File: src/sewp_pkg.sv
// Behaviour
// - data line changes only while clock is low; high-clock changes are start or stop
// - falling data with clock high is a start and begins a new transfer
// - rising data with clock high is a stop and ends the transfer
// - a stop that ends a read puts the device into standby
// - words are 8 bits; device pulls data low in the ninth clock to acknowledge
// - standby at power-up and after stop once internal work ends, sensor disabled
// - upper address nibble 1010 array, 0110 protect register, 0011 temperature sensor
// - next three bits must match address pins, else no acknowledge and standby
// - lowest address bit selects direction: one read, zero write
// - once permanent protection is programmed, code 0110 is not acknowledged
// - byte write is address word, word address, one data byte, then stop
// - stop after a write starts a timed cycle of at most 5 ms; bus ignored
// - protected writes are acknowledged but leave protected data unchanged
// - page write carries up to 16 bytes, each acknowledged, ended by stop
// - only the low four word-address bits increment and wrap within the page
// - array holds 256 bytes as 16 pages of 16, 8-bit word address
// - during the write cycle address polls get an acknowledge only when done
// - with timeout enabled for sensor traffic, long clock-low resets the interface
// - software protection covers only word addresses 00h to 7fh
package sewp_pkg;

  // ----------------------------------------------------------------
  // timing
  // ----------------------------------------------------------------
  localparam int CLK_HZ               = 40_000_000;
  localparam int WRITE_CYCLE_TIME_MS  = 5;
  // longest time: rounds down
  localparam int WRITE_CYCLE_CYC      = WRITE_CYCLE_TIME_MS * (CLK_HZ / 1000);
  localparam int BUS_TIMEOUT_TIME_MS  = 25;
  // least time: whole milliseconds, exact
  localparam int BUS_TIMEOUT_CYC      = BUS_TIMEOUT_TIME_MS * (CLK_HZ / 1000);

  // ----------------------------------------------------------------
  // array and word layout
  // ----------------------------------------------------------------
  localparam int         WORD_BITS    = 8;
  localparam int         MEM_BYTES    = 256;
  localparam int         PAGE_BYTES   = 16;
  localparam logic [3:0] BIT_LAST     = 4'h7;
  localparam logic [3:0] BIT_ACK      = 4'h8;
  localparam logic [1:0] IDX_DEV      = 2'h0;
  localparam logic [1:0] IDX_WORD     = 2'h1;
  localparam logic [1:0] IDX_DATA     = 2'h2;
  localparam logic [7:0] PROTECT_TOP  = 8'h7f;
  localparam logic [4:0] SYNC_RST     = 5'h1f;

  // ----------------------------------------------------------------
  // device address codes
  // ----------------------------------------------------------------
  localparam logic [3:0] CODE_ARRAY   = 4'ha;
  localparam logic [3:0] CODE_PROTECT = 4'h6;
  localparam logic [3:0] CODE_SENSOR  = 4'h3;

  // ----------------------------------------------------------------
  // types
  // ----------------------------------------------------------------
  typedef enum logic [3:0] {
    ST_IDLE = 4'b0001,
    ST_RX   = 4'b0010,
    ST_ACK  = 4'b0100,
    ST_HOLD = 4'b1000
  } sewp_state_e;

  typedef enum logic [1:0] {
    TGT_NONE    = 2'h0,
    TGT_ARRAY   = 2'h1,
    TGT_PROTECT = 2'h2,
    TGT_SENSOR  = 2'h3
  } sewp_tgt_e;

  typedef struct packed {
    logic scl;
    logic sda;
    logic scl_rise;
    logic scl_fall;
    logic start;
    logic stop;
  } sewp_bus_ev_s;

  // low nibble steps and wraps, page row stays
  function automatic logic [7:0] sewp_page_next(input logic [7:0] a);
    return {a[7:4], 4'(a[3:0] + 4'h1)};
  endfunction

endpackage

File: src/sewp_sync.sv
`timescale 1ns/1ps
module sewp_sync #(
  parameter int         W       = 5,
  parameter logic [4:0] RST_VAL = 5'h1f
) (
  input  wire logic         i_clk_sys,  // system clock
  input  wire logic         i_rst_b,    // sync reset, active low
  input  wire logic [W-1:0] i_d,        // asynchronous pins
  output logic      [W-1:0] o_q,        // synchronised level
  output logic      [W-1:0] o_q_dly     // level one cycle older
);

  logic [W-1:0] meta;

  // ----------------------------------------------------------------
  // two-flop synchroniser plus one stage for edge finding
  // ----------------------------------------------------------------
  always_ff @(posedge i_clk_sys) begin
    if (!i_rst_b) begin
      meta    <= RST_VAL[W-1:0];
      o_q     <= RST_VAL[W-1:0];
      o_q_dly <= RST_VAL[W-1:0];
    end else begin
      meta    <= i_d;
      o_q     <= meta;
      o_q_dly <= o_q;
    end
  end

endmodule

File: src/sewp_wr_timer.sv
`timescale 1ns/1ps
module sewp_wr_timer #(
  parameter int CYC = sewp_pkg::WRITE_CYCLE_CYC
) (
  input  wire logic i_clk_sys,  // system clock
  input  wire logic i_rst_b,    // sync reset, active low
  input  wire logic i_start,    // one-cycle start of a write cycle
  output logic      o_busy      // high while the write cycle runs
);

  localparam int CW = $clog2(CYC + 1);

  logic [CW-1:0] cnt;

  // ----------------------------------------------------------------
  // self-timed write cycle counter
  // ----------------------------------------------------------------
  always_ff @(posedge i_clk_sys) begin
    if (!i_rst_b) begin
      cnt    <= '0;
      o_busy <= 1'b0;
    end else if (i_start && !o_busy) begin
      cnt    <= CW'(CYC - 1);
      o_busy <= 1'b1;
    end else if (o_busy) begin
      cnt    <= cnt - CW'(1);
      o_busy <= (cnt != '0);
    end
  end

  // ----------------------------------------------------------------
  // checks
  // ----------------------------------------------------------------
  logic [CW-1:0] len;

  always_ff @(posedge i_clk_sys) begin
    if (!i_rst_b || !o_busy) begin
      len <= '0;
    end else begin
      len <= len + CW'(1);
    end
  end
endmodule

File: src/sewp_write_path.sv
`timescale 1ns/1ps
module sewp_write_path #(
  parameter int WR_CYC   = sewp_pkg::WRITE_CYCLE_CYC,
  parameter int BUS_TIMEOUT_TIME_CYC = sewp_pkg::BUS_TIMEOUT_CYC
) (
  input  wire logic       i_clk_sys,    // system clock, 40 mhz
  input  wire logic       i_rst_b,      // sync reset, active low
  input  wire logic       i_scl,        // serial clock pin
  input  wire logic       i_sda,        // serial data pin, input side
  output logic            o_sda_out,    // serial data drive value, always 0
  output logic            o_sda_oe_b,   // serial data enable, low drives
  input  wire logic [2:0] i_addr_sel,   // address_select_pin_2..0
  input  wire logic       i_wp_rev,     // reversible protection active
  input  wire logic       i_timeout_en, // bus timeout on sensor traffic
  input  wire logic       i_sensor_en,  // temperature sensor running
  input  wire logic [7:0] i_mem_addr,   // array inspection address
  output logic      [7:0] o_mem_data,   // array byte at that address
  output logic            o_wp_perm,    // permanent protection set
  output logic            o_busy,       // write cycle running
  output logic            o_standby     // low-power standby
);

  localparam int TW = $clog2(BUS_TIMEOUT_TIME_CYC + 1);
  // ----------------------------------------------------------------
  // pin sampling and bus events
  // ----------------------------------------------------------------
  logic [4:0]            sync_q;
  logic [4:0]            sync_dly;
  sewp_pkg::sewp_bus_ev_s ev;
  logic [2:0]            pins;

  sewp_sync #(
    .W       (5),
    .RST_VAL (sewp_pkg::SYNC_RST)
  ) u_sync (
    .i_clk_sys (i_clk_sys),
    .i_rst_b   (i_rst_b),
    .i_d       ({i_addr_sel, i_sda, i_scl}),
    .o_q       (sync_q),
    .o_q_dly   (sync_dly)
  );

  always_comb begin
    pins        = sync_q[4:2];
    ev.scl      = sync_q[0];
    ev.sda      = sync_q[1];
    ev.scl_rise = sync_q[0] & ~sync_dly[0];
    ev.scl_fall = ~sync_q[0] & sync_dly[0];
    // data moving while clock stays high is a bus condition
    ev.start    = sync_q[0] & sync_dly[0] & sync_dly[1] & ~sync_q[1];
    ev.stop     = sync_q[0] & sync_dly[0] & ~sync_dly[1] & sync_q[1];
  end

  // ----------------------------------------------------------------
  // state
  // ----------------------------------------------------------------
  sewp_pkg::sewp_state_e state;
  sewp_pkg::sewp_state_e next_state;
  sewp_pkg::sewp_tgt_e   tgt;
  sewp_pkg::sewp_tgt_e   next_tgt;
  logic [3:0]            bit_cnt;
  logic [1:0]            byte_idx;
  logic [7:0]            shift;
  logic [7:0]            nb;
  logic                  is_read;
  logic                  ack_ok;
  logic                  rx_last;
  logic                  dev_ok;
  logic                  ack_now;
  logic                  timeout_hit;
  logic                  bus_timeout_time_run;
  logic [TW-1:0]         bus_timeout_time_cnt;
  logic [7:0]            word_addr;
  logic [7:0]            page_buf [sewp_pkg::PAGE_BYTES];
  logic [15:0]           page_mask;
  logic                  pend_wr;
  logic                  pend_wp;
  logic                  commit;
  logic                  wp_active;
  logic [7:0]            mem [sewp_pkg::MEM_BYTES];

  // byte decode
  always_comb begin
    nb       = {shift[6:0], ev.sda};
    rx_last  = (state == sewp_pkg::ST_RX) && ev.scl_rise &&
               (bit_cnt == sewp_pkg::BIT_LAST);
    next_tgt = sewp_pkg::TGT_NONE;
    case (nb[7:4])
      sewp_pkg::CODE_ARRAY:   next_tgt = sewp_pkg::TGT_ARRAY;
      sewp_pkg::CODE_PROTECT: next_tgt = sewp_pkg::TGT_PROTECT;
      sewp_pkg::CODE_SENSOR:  next_tgt = sewp_pkg::TGT_SENSOR;
      default:                next_tgt = sewp_pkg::TGT_NONE;
    endcase
    // inputs ignored while the write cycle runs, so polls go unanswered
    dev_ok = !o_busy && (nb[3:1] == pins) &&
             (next_tgt != sewp_pkg::TGT_NONE) &&
             !(next_tgt == sewp_pkg::TGT_PROTECT &&
               (o_wp_perm || nb[0]));
    if (byte_idx == sewp_pkg::IDX_DEV) begin
      ack_now = dev_ok;
    end else begin
      ack_now = (tgt != sewp_pkg::TGT_NONE) && !is_read;
    end
  end

  // ----------------------------------------------------------------
  // control state machine
  // ----------------------------------------------------------------
  always_comb begin
    next_state = state;
    if (timeout_hit) begin
      next_state = sewp_pkg::ST_IDLE;
    end else if (ev.start) begin
      next_state = sewp_pkg::ST_RX;
    end else if (ev.stop) begin
      next_state = sewp_pkg::ST_IDLE;
    end else begin
      case (state)
        sewp_pkg::ST_RX: begin
          if (ev.scl_fall && bit_cnt == sewp_pkg::BIT_ACK) begin
            next_state = ack_ok ? sewp_pkg::ST_ACK : sewp_pkg::ST_IDLE;
          end
        end
        sewp_pkg::ST_ACK: begin
          if (ev.scl_fall) begin
            // read data path lives elsewhere; release after address
            next_state = is_read ? sewp_pkg::ST_HOLD : sewp_pkg::ST_RX;
          end
        end
        sewp_pkg::ST_HOLD: next_state = sewp_pkg::ST_HOLD;
        default:           next_state = sewp_pkg::ST_IDLE;
      endcase
    end
  end

  always_ff @(posedge i_clk_sys) begin
    if (!i_rst_b) begin
      state <= sewp_pkg::ST_IDLE;
    end else begin
      state <= next_state;
    end
  end

  // ----------------------------------------------------------------
  // bit and byte counters, shift register
  // ----------------------------------------------------------------
  always_ff @(posedge i_clk_sys) begin
    if (!i_rst_b || ev.start || next_state == sewp_pkg::ST_IDLE) begin
      bit_cnt  <= 4'h0;
      byte_idx <= sewp_pkg::IDX_DEV;
      shift    <= 8'h00;
    end else if (state == sewp_pkg::ST_RX && ev.scl_rise &&
                 bit_cnt != sewp_pkg::BIT_ACK) begin
      bit_cnt <= bit_cnt + 4'h1;
      shift   <= nb;
    end else if (state == sewp_pkg::ST_ACK && ev.scl_fall) begin
      bit_cnt <= 4'h0;
      if (byte_idx != sewp_pkg::IDX_DATA) begin
        byte_idx <= byte_idx + 2'h1;
      end
    end
  end

  // address word capture
  always_ff @(posedge i_clk_sys) begin
    if (!i_rst_b || ev.start) begin
      tgt     <= sewp_pkg::TGT_NONE;
      is_read <= 1'b0;
      ack_ok  <= 1'b0;
    end else if (rx_last) begin
      ack_ok <= ack_now;
      if (byte_idx == sewp_pkg::IDX_DEV && dev_ok) begin
        tgt     <= next_tgt;
        is_read <= nb[0];
      end
    end
  end

  // acknowledge drive: low through the ninth clock
  assign o_sda_out = 1'b0;

  always_ff @(posedge i_clk_sys) begin
    if (!i_rst_b) begin
      o_sda_oe_b <= 1'b1;
    end else begin
      o_sda_oe_b <= (next_state != sewp_pkg::ST_ACK);
    end
  end

  // ----------------------------------------------------------------
  // word address and page buffer
  // ----------------------------------------------------------------
  always_ff @(posedge i_clk_sys) begin
    if (!i_rst_b) begin
      word_addr <= 8'h00;
      page_mask <= 16'h0000;
      pend_wr   <= 1'b0;
      pend_wp   <= 1'b0;
    end else if (ev.start || ev.stop) begin
      page_mask <= 16'h0000;
      pend_wr   <= 1'b0;
      pend_wp   <= 1'b0;
    end else if (rx_last && ack_now && byte_idx != sewp_pkg::IDX_DEV) begin
      if (tgt == sewp_pkg::TGT_ARRAY && byte_idx == sewp_pkg::IDX_WORD) begin
        word_addr <= nb;
      end else if (tgt == sewp_pkg::TGT_ARRAY) begin
        page_buf[word_addr[3:0]]  <= nb;
        page_mask[word_addr[3:0]] <= 1'b1;
        word_addr <= sewp_pkg::sewp_page_next(word_addr);
        pend_wr   <= 1'b1;
      end else if (tgt == sewp_pkg::TGT_PROTECT &&
                   byte_idx == sewp_pkg::IDX_DATA) begin
        pend_wp <= 1'b1;
      end
    end
  end

  // ----------------------------------------------------------------
  // write cycle and commit
  // ----------------------------------------------------------------
  assign commit    = ev.stop && !o_busy && (pend_wr || pend_wp);
  assign wp_active = o_wp_perm || i_wp_rev;

  sewp_wr_timer #(
    .CYC (WR_CYC)
  ) u_timer (
    .i_clk_sys (i_clk_sys),
    .i_rst_b   (i_rst_b),
    .i_start   (commit),
    .o_busy    (o_busy)
  );

  always_ff @(posedge i_clk_sys) begin
    if (!i_rst_b) begin
      o_wp_perm <= 1'b0;
    end else if (commit && pend_wp) begin
      o_wp_perm <= 1'b1;
    end
  end

  always_ff @(posedge i_clk_sys) begin
    if (commit && pend_wr) begin
      for (int i = 0; i < sewp_pkg::PAGE_BYTES; i++) begin
        // protected low half keeps its data though the write was acked
        if (page_mask[i] &&
            !(wp_active &&
              {word_addr[7:4], 4'(i)} <= sewp_pkg::PROTECT_TOP)) begin
          mem[{word_addr[7:4], 4'(i)}] <= page_buf[i];
        end
      end
    end
  end

  always_ff @(posedge i_clk_sys) begin
    if (!i_rst_b) begin
      o_mem_data <= 8'h00;
    end else begin
      o_mem_data <= mem[i_mem_addr];
    end
  end

  // bus timeout on sensor traffic
  assign bus_timeout_time_run    = i_timeout_en && !ev.scl &&
                       (tgt == sewp_pkg::TGT_SENSOR) &&
                       (state != sewp_pkg::ST_IDLE);
  assign timeout_hit = bus_timeout_time_run && (bus_timeout_time_cnt == TW'(BUS_TIMEOUT_TIME_CYC - 1));

  always_ff @(posedge i_clk_sys) begin
    if (!i_rst_b || !bus_timeout_time_run) begin
      bus_timeout_time_cnt <= '0;
    end else if (!timeout_hit) begin
      bus_timeout_time_cnt <= bus_timeout_time_cnt + TW'(1);
    end
  end

  // standby
  always_ff @(posedge i_clk_sys) begin
    if (!i_rst_b) begin
      o_standby <= 1'b1;
    end else begin
      o_standby <= (next_state == sewp_pkg::ST_IDLE) && !o_busy &&
                   !commit && !i_sensor_en;
    end
  end
endmodule

File: config.mk
export PLATFORM = sky130hd
export DESIGN_NAME = sewp_write_path
export DESIGN_NICKNAME = d
export VERILOG_FILES = /design/src/sewp_pkg.sv /design/src/sewp_sync.sv /design/src/sewp_wr_timer.sv /design/src/sewp_write_path.sv
export SDC_FILE = /design/constraint.sdc
export NUM_CORES = 2
export LEC_CHECK = 0
export BUFFER_PORTS_ARGS = -buffer_cell sky130_fd_sc_hd__buf_2
export CAP_MARGIN = 40
export CORE_MARGIN = 2
export CORE_UTILIZATION = 57
export CTS_CLUSTER_DIAMETER = 80
export CTS_CLUSTER_SIZE = 14
export DETAILED_ROUTE_END_ITERATION = 8
export PLACE_DENSITY_LB_ADDON = 0.05
export SETUP_SLACK_MARGIN = 0.1
export SLEW_MARGIN = 40
export SYNTH_ARGS = -nofsm -noshare
export SYNTH_HDL_FRONTEND = slang
export SYNTH_SLANG_ARGS = --single-unit
File: constraint.sdc
create_clock -name i_clk_sys -period 2.9 [get_ports i_clk_sys]
set_clock_uncertainty 0.05 [all_clocks]
set_input_delay 0 -clock i_clk_sys [delete_from_list [all_inputs] [get_ports i_clk_sys]]
set_output_delay 0 -clock i_clk_sys [all_outputs]
set_load 0.03 [all_outputs]
==> summary.md <==
| Metric | Value |
|---|---|
| Synth cell types | `76` |
| Largest area contributor in the netlist | `edfxtp_1` |
| Gp weighted congestion | `1.076` |
| Core area | `0.1537 mm²` |
| Worst-path clk slew | `0.07 ns` |
| Syn. warnings | `0` |
| Via count of the first global-routing pass | `48,860` |
| Avg Inst Size Synth | `18.97 µm²` |
| Initial antenna violation count | `27` |
| Status | `completed` |
| Final std cells w/o fill | `7,527` |
| Post-synthesis register bit count | `2,285` |
| Tot GR Track Use | `40.06%` |
| Root Buffer | `clkbuf_16` |
| CTS Buf Count | `182` |
| Place WS | `-0.1664 ns` |
| Final ANT Viol Nets | `0` |
| Via density | `6.862` |
| Most frequent cells in the layout | `edfxtp_1 (2,176), buf_4 (701), mux4_2 (365)` |
| Slew headroom | `35.38%` |
| Max Cap Viol | `0` |
| CTS tree | `yes` |
| Area grow syn2layout | `15.82%` |
| Vias | `51,650` |
| Worst Tran Pin Value | `0.9693 ns` |
| Synth Flop Type | `edfxtp_1` |
| Final period utilization | `95.70%` |
| Leakage | `35.93 nW` |
| P per Cell Area | `596.9 mW/mm²` |
| Fin. Hold Viols | `0` |
| IO buf count | `29` |
| Placed cells | `7,242` |
| Most common cell after layout, fill and taps aside | `edfxtp_1` |
| Final setup violating endpoints | `0` |
| Worst vdd ir | `547.0 µV` |
| First-pass GRT wire length | `419,600 µm` |
| Critical path capture point type | `register` |
| DRC Markers | `0` |
| Required time of the critical path | `3.63 ns` |
| Layout Nets | `5,442` |
| CP Class | `reg2reg` |
| CP max FO | `6` |
| Die area | `0.1574 mm²` |
| DRT iter0 DRCs | `9,334` |
| Synth top area share | `74.33%` |
| Seq/Total Area, Yosys | `76.82%` |
| # IOs | `31` |
| Final Core Density | `66.25%` |
| Area after DPL | `0.09633 mm²` |
| Sequential cell area | `0.06753 mm²` |
| RSZ-0062 raised after global routing | `yes` |
| CTS Buffer Depth | `3` |
| Post-synth EDFFs | `2,176` |
| Clk sinks | `2,285` |
| Share of layout cells above drive strength 1 | `27.59%` |
| Synthesized Nets | `4,663` |
| Final WS setup | `0.1247 ns` |
| Post-Route WL | `312,300 µm` |
| Starting Density | `57.20%` |
| Fmax | `0.3603 GHz` |
| CP Launch Type | `register` |
| Die Height | `396.7 µm` |
| Final Cell Area | `0.1018 mm²` |
| HP Class | `in2reg` |
| Fin Hold WS | `0.09737 ns` |
| Synth Cell Area | `0.08791 mm²` |
| Final setup TNS | `0 ns` |
| Wire length per cell | `41.48 µm` |
| Asr flop ratio synth | `0%` |
| Dpl hpwl | `213,700 µm` |
| Detailed Routing Iterations Pass 1 | `6` |
| Total power | `60.77 mW` |
| CP Data Arrival Time | `3.50 ns` |
| Pin count of the biggest net entering global routing | `57` |
| Overall die width | `396.7 µm` |
| Slew Viols, Final | `0` |
| Post-layout min period | `2.775 ns` |
| Total grt overflow | `0` |
| Synth top area cells | `edfxtp_1 (74%), mux4_2 (9.4%), mux2i_1 (3.5%)` |
| Synthesized instance count | `4,634` |
| Filler Cell Count | `10,330` |
| Multi-input gate area | `0.01934 mm²` |
| Clock Latency Late Sink | `0.85 ns` |
| H-tree levels | `4` |
| FP Rows | `144` |
## sequential cells by signal, summed over array words and instances (netlist names), 4 cells and up
register,flops
page_mask,16
u_sync.meta,5
shift,7
mem,2048
bit_cnt,4
o_mem_data,8
u_sync.o_q,5
u_timer.cnt,18
bus_timeout_time_cnt,20
page_buf,128
word_addr,8
state,4
## repair_timing
action	CTS	global route
resized for setup	2	29
setup buffers	0	7
hold buffers	21	0
endpoints found under the setup margin	32	101
gates cloned	0	2
hold endpoints to repair	64	0
pin swaps	0	6
## synth_stat cells, types with 5 or more instances
| cell | instances |
|---|---|
| and2_1 | 5 |
| o31ai_1 | 11 |
| a2111oi_0 | 7 |
| nor4_1 | 22 |
| clkbuf_1 | 135 |
| a22oi_1 | 48 |
| dfxtp_1 | 109 |
| a211oi_1 | 38 |
| ha_1 | 11 |
| o221ai_1 | 77 |
| nand3_1 | 44 |
| edfxtp_1 | 2176 |
| a31oi_1 | 12 |
| o21ai_0 | 55 |
| inv_1 | 15 |
| nand4_1 | 16 |
| nand2b_1 | 20 |
| a21o_1 | 12 |
| and3_1 | 13 |
| buf_4 | 57 |
| a21oi_1 | 114 |
| nor2_1 | 368 |
| xnor2_1 | 20 |
| buf_2 | 49 |
| nand2_1 | 213 |
| o2111ai_1 | 7 |
| and3b_1 | 5 |
| buf_1 | 16 |
| o22ai_1 | 88 |
| or4_1 | 5 |
| a21boi_0 | 7 |
| mux2i_1 | 308 |
| or3_1 | 21 |
| nor3_1 | 48 |
| nor3b_1 | 7 |
| nor2b_1 | 15 |
| nand3b_1 | 11 |
| xor2_1 | 16 |
| mux4_2 | 365 |
## critical path: stages (launching register included)
cell      delay, ns
dfxtp_2        0.32
or4b_4         0.57
nor3b_4        0.29
nand4b_4       0.13
buf_4          0.15
buf_4          0.13
nor4_2         0.27
nand2_2        0.14
or4b_1         0.49
a21oi_1        0.16
## logic make-up after synthesis
group,synth area share (%)
other,0.004266
adders and majority gates,0.1566
and+or+nand+nor,4.334
muxes,12.91
AOI/OAI and AO/OA,3.889
buffers and inverters,1.533
xor gates and xnor gates,0.3587
DFF,76.82
## per-layer routing
layer	part of all wire [%]	global-route usage [%]	wire, µm	vias to the layer above
met1	37	58.33	116900	26780
met5	0.041	0	129	-
met2	43	56.79	134900	4173
met3	16	14.51	48950	465
met4	3.6	12.87	11350	18
li1	-	-	-	20220
## worst paths after layout
kind,cells after the start,end,slack [ns],start
worst min register to register,1,u_sync.o_q[1]$_SDFF_PN1_,0.37,u_sync.meta[1]$_SDFF_PN1_
worst max register to register,9,tgt[1]$_SDFFE_PP0P_,0.12,state[2]$_SDFF_PN0_
worst max-delay path,9,tgt[1]$_SDFFE_PP0P_,0.12,state[2]$_SDFF_PN0_
worst min-delay path,6,o_mem_data[3]$_SDFF_PN0_,0.1,i_mem_addr[4]
## area by class of cell
class / instances / share of cell area [%]
clock buffers: 232 / 4.720
multi-input cells: 2072 / 19.00
flip-flops and latches: 2285 / 66.32
clock inverters: 15 / 0.2581
repair buffers: 856 / 7.108
inverters: 16 / 0.06022
well taps: 2044 / 2.512
diodes: 7 / 0.01720
## power by group
part	internal (mW)	leakage (nW)	switching, mW
Combinational	0.815	10.5	1.39
Sequential	35.6	23.0	0.0400
Clock	11.7	2.45	11.3
Power figures use the tool's default switching activity.
